--- src/shared/flash_self_program_regs.svh ---
// offsets, field positions, reset values and timing counts of the self-programming block
// assumes an 8-bit register port and a free-running calibrated rc oscillator
`ifndef FLASH_SELF_PROGRAM_REGS_SVH
`define FLASH_SELF_PROGRAM_REGS_SVH

// ****************************************
// register map
// ****************************************
`define SPM_CTRL_OFS 8'h68
`define SPM_CTRL_RESET 8'h00
`define BIT_STORE_EN 0
`define BIT_ERASE 1
`define BIT_WRITE 2
`define BIT_LOCK 3
`define BIT_REENABLE 4
`define BIT_RWW_BUSY 6
`define BIT_READY_IE 7

// valid low-five-bit command codes
`define CMD_FILL 5'h01
`define CMD_ERASE 5'h03
`define CMD_WRITE 5'h05
`define CMD_LOCK 5'h09
`define CMD_REENABLE 5'h11

// ****************************************
// flash geometry
// ****************************************
`define NO_READ_WHILE_WRITE_START 15'h7000
`define NO_READ_WHILE_WRITE_PAGE_HI 4'h7
`define BOOT_START_512 15'h7e00
`define BOOT_START_1K 15'h7c00
`define BOOT_START_2K 15'h7800
`define BOOT_START_4K 15'h7000
`define ERASED_WORD 16'hffff

// ****************************************
// timing
// ****************************************
`define STORE_WINDOW 3'h4
`define RC_KHZ 1000
`define PROG_MIN_US 3700
`define PROG_MAX_US 4500
`define PROG_MIN_TICKS ((`PROG_MIN_US * `RC_KHZ + 999) / 1000)
`define PROG_MAX_TICKS ((`PROG_MAX_US * `RC_KHZ) / 1000)

`endif

--- src/shared/flash_self_program_pkg.sv ---
// types of the self-programming block
// assumes nothing beyond the compiler
package flash_self_program_pkg;

    typedef enum logic [3:0] {
        OP_IDLE = 4'b0001,
        OP_ERASE = 4'b0010,
        OP_WRITE = 4'b0100,
        OP_LOCK = 4'b1000
    } prog_op_t;

endpackage

--- src/boot_flash_self_program_map.sv ---
// self-programming sequencer: control register, page buffer, rc-timed flash operations
// assumes the core strobes spm_exec for a store and obeys core_halt and fetch_ok
// Summary of operation
// - flash writes timed by rc oscillator ticks
// - each operation lasts 3.7 to 4.5 ms
// - system reset never aborts a running write
// - power-down sleep blocks control register writes
// - fuse picks boot section start at flash top
// - rww section unreadable while it programs
// - no_read_while_write section 0x7000-0x7fff stays readable while the rww section programs
// - 13-bit counter, 128-word pages
// - page index from pointer bits 15..8
// - buffer word from pointer bits 7..1
// - pointer bit zero is load byte select
// - only no_read_while_write code readable while the rww section programs
// - store allowed only four cycles after write
// - store enable held until operation ends
//
// Implementation choices: the address map and strobed register access.
`timescale 1ns/1ps
`default_nettype none
`include "flash_self_program_regs.svh"

module boot_flash_self_program_map (
    input wire logic clock,
    input wire logic rst_n,
    input wire logic por_n,
    input wire logic [7:0] reg_addr,
    input wire logic [7:0] reg_wdata,
    input wire logic reg_wr,
    input wire logic reg_rd,
    output logic [7:0] reg_rdata,
    input wire logic spm_exec,
    input wire logic [15:0] spm_z,
    input wire logic [15:0] spm_data,
    input wire logic power_down,
    input wire logic eeprom_write_active,
    input wire logic rc_osc,
    input wire logic [1:0] boot_size_select,
    input wire logic [14:0] fetch_addr,
    output logic fetch_ok,
    output logic core_halt,
    output logic [14:0] boot_start,
    output logic rww_busy_flag,
    input wire logic [6:0] buf_idx,
    output logic [15:0] buf_word,
    output logic flash_erase,
    output logic flash_write,
    output logic [7:0] flash_page,
    output logic lock_wr,
    output logic [7:0] lock_data,
    input wire logic [15:0] lpm_z,
    output logic [14:0] lpm_word,
    output logic lpm_byte_hi
);
    import flash_self_program_pkg::*;

    // ****************************************
    // state
    // ****************************************
    prog_op_t op_q;
    logic [12:0] cnt_q;
    logic halt_q;
    logic [7:0] page_q;
    logic en_q;
    logic [3:0] cmd_q;
    logic rww_busy_q;
    logic [127:0] bufv_q;
    logic [15:0] buf_mem [128];
    logic [2:0] win_q;
    logic ie_q;
    logic [7:0] rdata_q;
    logic [15:0] buf_word_q;
    logic [14:0] boot_start_q;
    logic lock_wr_q;
    logic [7:0] lock_data_q;
    logic [14:0] lpm_word_q;
    logic lpm_byte_hi_q;
    logic rc_s1_q, rc_s2_q, rc_s3_q, rc_lvl_q;

    // ****************************************
    // rc oscillator edge detect
    // ****************************************
    // the rc clock is foreign; its level counts only once stages two and three agree
    wire rc_agree = rc_s2_q == rc_s3_q;
    wire rc_tick = rc_agree && rc_s3_q && !rc_lvl_q;

    always_ff @(posedge clock) begin
        rc_s1_q <= rc_osc;
        rc_s2_q <= rc_s1_q;
        rc_s3_q <= rc_s2_q;
        if (!por_n) begin
            rc_lvl_q <= 1'b0;
        end else if (rc_agree) begin
            rc_lvl_q <= rc_s3_q;
        end
    end

    // ****************************************
    // decode
    // ****************************************
    wire busy = op_q != OP_IDLE;
    wire ctrl_hit = reg_addr == `SPM_CTRL_OFS;
    wire [4:0] low5 = reg_wdata[4:0];
    wire cmd_valid = low5 == `CMD_FILL || low5 == `CMD_ERASE || low5 == `CMD_WRITE
        || low5 == `CMD_LOCK || low5 == `CMD_REENABLE;
    // a sleeping core writes nothing; eeprom writes and running operations block the command bits, not the interrupt enable
    wire ctrl_wr = reg_wr && ctrl_hit && !power_down;
    wire cmd_ok = ctrl_wr && cmd_valid && !eeprom_write_active && !busy;
    wire spm_go = spm_exec && en_q && !busy && win_q != 3'h0;
    wire go_fill = spm_go && cmd_q == 4'b0000;
    wire go_erase = spm_go && cmd_q == 4'b0001;
    wire go_write = spm_go && cmd_q == 4'b0010;
    wire go_lock = spm_go && cmd_q == 4'b0100;
    wire go_reen = spm_go && cmd_q == 4'b1000;
    wire tgt_no_read_while_write = spm_z[15:12] == `NO_READ_WHILE_WRITE_PAGE_HI;
    wire [6:0] z_word = spm_z[7:1];
    wire prog_done = busy && rc_tick && cnt_q == 13'(`PROG_MIN_TICKS - 1);
    wire lapse = en_q && !busy && win_q == 3'h1 && !spm_go && !cmd_ok;
    // a system reset spares the operation state while a write runs
    wire op_clr = !por_n || (!rst_n && !busy);
    wire [7:0] ctrl_val = {ie_q, rww_busy_q, 1'b0, cmd_q, en_q};
    wire in_rww = fetch_addr < `NO_READ_WHILE_WRITE_START;
    wire [14:0] start_sel = boot_size_select == 2'b11 ? `BOOT_START_512 :
        boot_size_select == 2'b10 ? `BOOT_START_1K :
        boot_size_select == 2'b01 ? `BOOT_START_2K : `BOOT_START_4K;

    // ****************************************
    // operation sequencer
    // ****************************************
    always_ff @(posedge clock) begin
        if (op_clr) begin
            op_q <= OP_IDLE;
            cnt_q <= 13'h0000;
            halt_q <= 1'b0;
            page_q <= 8'h00;
            en_q <= 1'b0;
            cmd_q <= 4'h0;
            rww_busy_q <= 1'b0;
        end else begin
            if (busy && rc_tick) begin
                cnt_q <= cnt_q + 13'h0001;
            end
            unique case (op_q)
                OP_IDLE: begin
                    if (cmd_ok) begin
                        en_q <= 1'b1;
                        cmd_q <= low5[4:1];
                    end else if (lapse) begin
                        en_q <= 1'b0;
                        cmd_q <= 4'h0;
                    end else if (go_fill || go_reen) begin
                        en_q <= 1'b0;
                        cmd_q <= 4'h0;
                        rww_busy_q <= 1'b0;
                    end else if (go_lock) begin
                        op_q <= OP_LOCK;
                        cnt_q <= 13'h0000;
                    end else if (go_erase || go_write) begin
                        op_q <= go_erase ? OP_ERASE : OP_WRITE;
                        cnt_q <= 13'h0000;
                        page_q <= spm_z[15:8];
                        halt_q <= tgt_no_read_while_write;
                        if (!tgt_no_read_while_write) begin
                            rww_busy_q <= 1'b1;
                        end
                    end
                end
                OP_ERASE, OP_WRITE, OP_LOCK: begin
                    // store enable stays up for the whole operation
                    if (prog_done) begin
                        op_q <= OP_IDLE;
                        en_q <= 1'b0;
                        cmd_q <= 4'h0;
                        halt_q <= 1'b0;
                    end
                end
                default: begin
                    op_q <= OP_IDLE;
                end
            endcase
        end
    end

    // ****************************************
    // temporary page buffer
    // ****************************************
    // a word can be loaded once; reloading needs a buffer erase first
    always_ff @(posedge clock) begin
        if (op_clr || go_reen || (prog_done && op_q == OP_WRITE)) begin
            bufv_q <= '0;
        end else if (go_fill && !bufv_q[z_word]) begin
            bufv_q[z_word] <= 1'b1;
        end
    end

    always_ff @(posedge clock) begin
        if (go_fill && !bufv_q[z_word]) begin
            buf_mem[z_word] <= spm_data;
        end
    end

    always_ff @(posedge clock) begin
        buf_word_q <= bufv_q[buf_idx] ? buf_mem[buf_idx] : `ERASED_WORD;
    end

    // ****************************************
    // register port and small outputs
    // ****************************************
    always_ff @(posedge clock) begin
        if (!rst_n) begin
            win_q <= 3'h0;
            ie_q <= 1'b0;
            rdata_q <= `SPM_CTRL_RESET;
            lock_wr_q <= 1'b0;
            lock_data_q <= 8'hff;
            lpm_word_q <= 15'h0000;
            lpm_byte_hi_q <= 1'b0;
            boot_start_q <= `BOOT_START_4K;
        end else begin
            win_q <= cmd_ok ? `STORE_WINDOW : (win_q != 3'h0 ? win_q - 3'h1 : 3'h0);
            if (ctrl_wr) begin
                ie_q <= reg_wdata[`BIT_READY_IE];
            end
            rdata_q <= (reg_rd && ctrl_hit) ? ctrl_val : 8'h00;
            lock_wr_q <= go_lock;
            if (go_lock) begin
                lock_data_q <= spm_data[7:0];
            end
            lpm_word_q <= lpm_z[15:1];
            lpm_byte_hi_q <= lpm_z[0];
            boot_start_q <= start_sel;
        end
    end

    // only no_read_while_write code can be read while the rww section programs
    assign fetch_ok = !halt_q && !(rww_busy_q && in_rww);
    assign core_halt = halt_q;
    assign reg_rdata = rdata_q;
    assign boot_start = boot_start_q;
    assign rww_busy_flag = rww_busy_q;
    assign buf_word = buf_word_q;
    assign flash_erase = op_q == OP_ERASE;
    assign flash_write = op_q == OP_WRITE;
    assign flash_page = page_q;
    assign lock_wr = lock_wr_q;
    assign lock_data = lock_data_q;
    assign lpm_word = lpm_word_q;
    assign lpm_byte_hi = lpm_byte_hi_q;
endmodule
`default_nettype wire

--- config.mk ---
export PLATFORM = sky130hd
export DESIGN_NAME = boot_flash_self_program_map
export DESIGN_NICKNAME = d
export VERILOG_FILES = /design/src/shared/flash_self_program_pkg.sv /design/src/boot_flash_self_program_map.sv
export VERILOG_INCLUDE_DIRS = /design/src /design/src/shared
export SDC_FILE = /design/constraint.sdc
export NUM_CORES = 2
export LEC_CHECK = 0
export ABC_AREA = 1
export BUFFER_PORTS_ARGS = -buffer_cell sky130_fd_sc_hd__buf_2
export CAP_MARGIN = 25
export CORE_ASPECT_RATIO = 1.5
export CORE_MARGIN = 2
export CORE_UTILIZATION = 40
export CTS_BUF_LIST = sky130_fd_sc_hd__clkbuf_8 sky130_fd_sc_hd__clkbuf_16
export CTS_CLUSTER_SIZE = 14
export DETAILED_ROUTE_END_ITERATION = 8
export SYNTH_ARGS = -nofsm -noshare
export SYNTH_HDL_FRONTEND = slang
export SYNTH_SLANG_ARGS = --single-unit
--- constraint.sdc ---
create_clock -name clock -period 3.2 [get_ports clock]
set_input_delay 0.32 -clock clock [delete_from_list [all_inputs] [get_ports clock]]
set_output_delay 0.32 -clock clock [all_outputs]
set_load 0.01 [all_outputs]
---- After elaboration in Yosys (flattened, before gate mapping) ----
Memories as Yosys holds them, arrays and structs flattened. A register that Yosys moved wholly into a read port is not among the register bits.
Cells that the tools add are included.
storage, ports and cells
  input bits .............................. 97
  logic and storage cells ................. 179
  bits in writable memories ............... 2048
  memories ................................ 1
  register bits after elaboration ......... 216
  output and inout bits ................... 77
memories
  name     depth  width  rd ports  clocked after Yosys merged registers in  wr ports  line                               source
  buf_mem  128    16     1         1                                        1         boot_flash_self_program_map.sv:69  logic [15:0] buf_mem [128];
operators by class
  mux-type cells .......................... 48
  magnitude comparators ................... 4
  bitwise operators ....................... 7
  eq/ne operators ......................... 32
  reduce and logical (&&, ||, !) cells .... 62
  add/subtract/negate cells ............... 2
operator list
  operator                                             number
  bitwise OR 128 bit                                   1
  2-to-1 mux 13 bit                                    7
  2-to-1 mux 4 bit                                     10
  2-to-1 mux 12 bit                                    3
  logical AND 1 bit                                    28
  2-to-1 mux 1 bit                                     18
  < comparator 7 x 8 -> 1 bit (second input constant)  2
  case mux 4 bit (2 select lines)                      2
  < comparator 15 bit (second input constant)          1
  binary-select mux 1 bit (select 7 bit)               2
  adder 13 x 1 -> 13 bit (second input constant)       1
  == test 13 x 12 -> 1 bit (second input constant)     1
  == test 4 x 3 -> 1 bit (second input constant)       3
  logical NOT 1 bit                                    12
  inequality test 2 bit (second input constant)        6
  AND reduction 6 bit                                  2
  logical OR 1 bit                                     9
  2-to-1 mux 3 bit                                     3
  OR reduction 3 bit                                   3
  == test 4 x 1 -> 1 bit (second input constant)       2
  == test 4 x 2 -> 1 bit (second input constant)       2
  == test 4 bit (second input constant)                2
  == test 8 x 7 -> 1 bit (second input constant)       1
  demux 1 bit (select 7 bit)                           1
  24 further kinds                                     33

---- Depth between registers and ports, before layout ----
  word-level depth ........................ 13
  mapped depth ............................ 17
  mapped depth without buffers ............ 14

---- Worst setup path before layout ----
Ideal clock, no wire load.
  kind .................................... register to register
  from .................................... register win_q[0]
  to ...................................... memory buf_mem[68][0] (enable)
  setup slack ............................. 0.369 ns
  required time ........................... 2.812 ns
  clock period less this slack ............ 2.831 ns
  buffers on the path ..................... 2
  data arrival time ....................... 2.443 ns
  library setup time ...................... 0.388 ns
  stages on the path, launching flop included .. 13
  cells stage by stage .................... dfxtp_1 inv_1 ha_1 ha_1 nor2_1 inv_1 nor2_2 inv_1 nor3_2 nand4_1 buf_2 buf_2 nor2_1
on the way
  word-level cells in the longest chain between the ends .. 6
ends and longest elaborated chain
  what                                    line                                source
  start, declared                         boot_flash_self_program_map.sv:70   logic [2:0] win_q;
  start signal, assigned                  boot_flash_self_program_map.sv:221  win_q <= cmd_ok ? `STORE_WINDOW : (win_q != 3'h0 ? win_q - 3'h1 : 3'h0);
  nonzero test 3 bit                      boot_flash_self_program_map.sv:110  wire spm_go = spm_exec && en_q && !busy && win_q != 3'h0;
  logical AND 1 bit                       boot_flash_self_program_map.sv:110
  logical AND 1 bit                       boot_flash_self_program_map.sv:111  wire go_fill = spm_go && cmd_q == 4'b0000;
  logical AND 1 bit                       boot_flash_self_program_map.sv:198  if (go_fill && !bufv_q[z_word]) begin
  2-to-1 mux 1 bit                        boot_flash_self_program_map.sv:198
  2-to-1 mux 1 bit (not written as such)  boot_flash_self_program_map.sv:199  buf_mem[z_word] <= spm_data;
  end, declared                           boot_flash_self_program_map.sv:69
Every way passes these cells.

---- Final worst setup path ----
  from .................................... register win_q[0]
  to ...................................... memory buf_mem[67][6] (enable)
The elaborated chain is that of the path after synthesis.

==> flow_summary.json <==
{
  "grt_first_pass_wirelength_mm": 424,
  "required_ps": 3770,
  "synthesis.area_um2": 92500,
  "viasPerCell": 5.59,
  "cell_internal_pwr_uw": 47400,
  "cts_buffer_depth": 4,
  "r2r-end": "buf_mem[67][6]$_DFFE_PP_",
  "grt_pass1_vias": 63500,
  "regArea_um2": 65900,
  "tns_ps": 0,
  "coreArea_um2": 230000,
  "fin_nets": 8537,
  "drive_above_1_share_pct": 10.4,
  "yosys_warnings": 0,
  "final-setup-viol-count": 0,
  "p_sw_uw": 14600,
  "clockPowerShare_pct": 40.4,
  "synthTopCellsByArea": "edfxtp_1, o21ai_0, nor2_1, dfxtp_1, nand2_1",
  "io_pins": 174,
  "switching_share_pct": 23.6,
  "overflow": 0,
  "critPathBufInv": 8,
  "die_w_um": 397,
  "skew_ps": 51.7,
  "die_h_um": 593,
  "combPwrFrac_pct": 7.5,
  "yosysTopAreaCellShare_pct": 66.5,
  "clkSinkCount": 2267,
  "area_growth_pct": 16.5,
  "htreeDepth": 4,
  "max_stage_delay_ps": 330,
  "p_leak_uw": 0.0363,
  "antenna_found_initial": 15,
  "cts_root_buffer": "clkbuf_16",
  "path_clk_slew_ps": 70,
  "slew_violations": 0,
  "fmax_mhz": 339,
  "dr.first_iter.drc_count": 6365,
  "min_path_cells": 1,
  "cp.arrival_ps": 3520,
  "synth_top_area_cell": "edfxtp_1",
  "clkLatencyLatePin_ps": 890,
  "path_class": "reg -> reg",
  "synth_top_flop_cell": "edfxtp_1",
  "crit_path_end_kind": "register",
  "hold_violations": 0,
  "ant_nets": 0,
  "cpMaxStageDelayCell": "dfxtp_1",
  "crit_start": "win_q[0]$_SDFF_PP0_",
  "cp_cell_sequence": "inv_1 > ha_1 > ha_1 > nor2_1 > inv_1 > nor2_2 > inv_1 > nor3_2 > buf_4 > nand4_1 > buf_12 > buf_12 > buf_4 > nor2_1 > buf_12",
  "fp-row-count": 216,
  "cts_buffers": 218,
  "num_vias": 65200,
  "worstSetupStartpointType": "register",
  "wl_per_cell_um": 25.0,
  "portBuffers": 145,
  "postLayoutSetupSlackWorst_ps": 253,
  "stdcell_count": 11700,
  "pre_cts_ws_ps": -52.9,
  "synth-seq-area-share_pct": 71.3,
  "power_density_nw_per_um2": 576,
  "wl_mm": 292,
  "multi_input_area_um2": 22900,
  "fillers": 20800,
  "cts_tree": "done",
  "start_util_pct": 40.2,
  "synth_cells": 8164,
  "syn_area_per_cell_um2": 11.3,
  "r2r_slack_ps": 250,
  "yosys_register_bits": 2267,
  "critical_path.top_delay_family": "buffers and inverters",
  "placedCellCount": 11200,
  "dp_hpwl_mm": 188,
  "max_slew_margin_pct": 42.2,
  "holdPathEnd": "buf_mem[18][5]$_DFFE_PP_",
  "r2r.worst_path.cells": 15,
  "min_period_over_period_pct": 92.1,
  "dpl_cell_area_um2": 100000,
  "synth-edff-count": 2048,
  "grt_setup_unrepaired": "true",
  "worst_pin_slew_ps": 867,
  "grt_usage_pct": 24.2,
  "drc": 0,
  "worstPathMaxFanout": 16,
  "grt_max_degree": 128,
  "async_flop_share_pct": 0,
  "drtPass1Iterations": 6,
  "cap_violations": 0,
  "outcome": "completed",
  "hold_path.class": "in -> reg",
  "final_area_um2": 108000,
  "ir_worst_vdd_v": 0.000436,
  "worstHoldStart": "spm_data[5]",
  "ys_types": 32,
  "sequentialPowerShare_pct": 52.1,
  "post-route-min-period_ps": 2950,
  "gp_congestion": 0.952,
  "r2r_start": "win_q[0]$_SDFF_PP0_",
  "dieArea_um2": 235000
}
## synth_stat cells, types with 9 or more instances
master and n:
edfxtp_1 2048, nor2_1 1392, nand2_1 1124, o21ai_0 1105, nand3_1 540, o22ai_1 375, inv_1 370, clkbuf_1 343
dfxtp_1 219, a21oi_1 216, buf_2 170, o221ai_1 124, buf_1 36, buf_4 27, nor3_1 12, o211ai_1 9
xor2_1 9
## through the flow
stage | total power [uW] | hold WS (ps) | utilization [%]
global placement | 37400 | 311 | 43.5
finish | 62000 | 58.6 | 46.8
CTS | 62300 | 0.770 | 46.8
global route | 63600 | 27.2 | 46.8
floorplan | 35100 | 310 | -
detailed placement | 37500 | 317 | 43.5
## worst max-delay path by stage
stage / depth (start not counted) / to
floorplan: 12 / buf_mem[68][0]$_DFFE_PP_
detailed placement: 13 / buf_mem[77][8]$_DFFE_PP_
global placement: 17 / buf_mem[87][2]$_DFFE_PP_
global route: 15 / buf_mem[35][4]$_DFFE_PP_
CTS: 13 / buf_mem[79][3]$_DFFE_PP_
finish: 15 / buf_mem[67][6]$_DFFE_PP_
## placed cells by master (no fill, tap or decap), drive strengths merged, types with 3 or more instances in the layout
cell            n
o211ai          9
nor3           13
o22ai         375
a21oi         216
buf           559
a211oi          8
clkinv         88
diode           6
nand3         540
nand2        1124
o21ai        1107
conb           13
ha              6
dlygate4sd3    56
clkinvlp        8
edfxtp       2048
clkbuf        229
inv           431
bufinv         15
xor2            9
nand4           5
o31ai           3
nor2         1397
o221ai        124
dfxtp         219
## kinds of logic after synthesis
family | share of synthesized area, %
AOI/OAI and AO/OA | 11.1
xor gates and xnor gates | 0.0853
adders and majority gates | 0.0812
buffers and inverters | 4.21
DFF | 71.3
other | 0.00812
and+or+nand+nor | 13.3
## repair_timing
| action | 4_1_cts | 5_1_grt |
|---|---|---|
| endpoints found under the setup margin | 197 | 146 |
| cloned | 0 | 0 |
| hold buffers | 56 | 0 |
| resized for setup | 13 | 13 |
| endpoints found under the hold margin | 277 | 0 |
| pin swaps | 0 | 2 |
| buffers inserted | 0 | 1 |
## power groups by stage
stage	Clock, uW	Combinational, uW	Sequential [uW]
5_1_grt	26400	4940	32300
6_report	25100	4640	32300
3_3_place_gp	0	4510	32900
2_1_floorplan	0	2160	33000
3_5_place_dp	0	4540	32900
4_1_cts	25400	4600	32300
## final cells by class
type	count	share of cell area, %
clock buffer	229	5.23
clock inverter	164	1.06
sequential	2267	61.1
inverter	378	1.34
timing repair buffer	615	6.42
antenna	6	0.0139
multi-input combinational	4954	21.2
tap	3052	3.54
## flip-flops by register name (all words and copies together), names as in the netlist, 3 cells and up
register,count
boot_start,3
buf_mem,2048
buf_word,16
bufv_q,128
cmd_q,4
cnt_q,13
flash_page,8
lock_data,8
lpm_word,15
op_q,4
reg_rdata,7
win_q,3
## layer usage
| layer | global-route usage [%] | part of all wire [%] | vias up |
|---|---|---|---|
| li1 | - | - | 29500 |
| met1 | 29.6 | 38 | 32200 |
| met2 | 41.0 | 49 | 2750 |
| met3 | 3.59 | 7.0 | 717 |
| met4 | 13.6 | 6.2 | 10 |
| met5 | 0 | 0.022 | - |
Note: power is estimated with default switching activity, not from simulation.
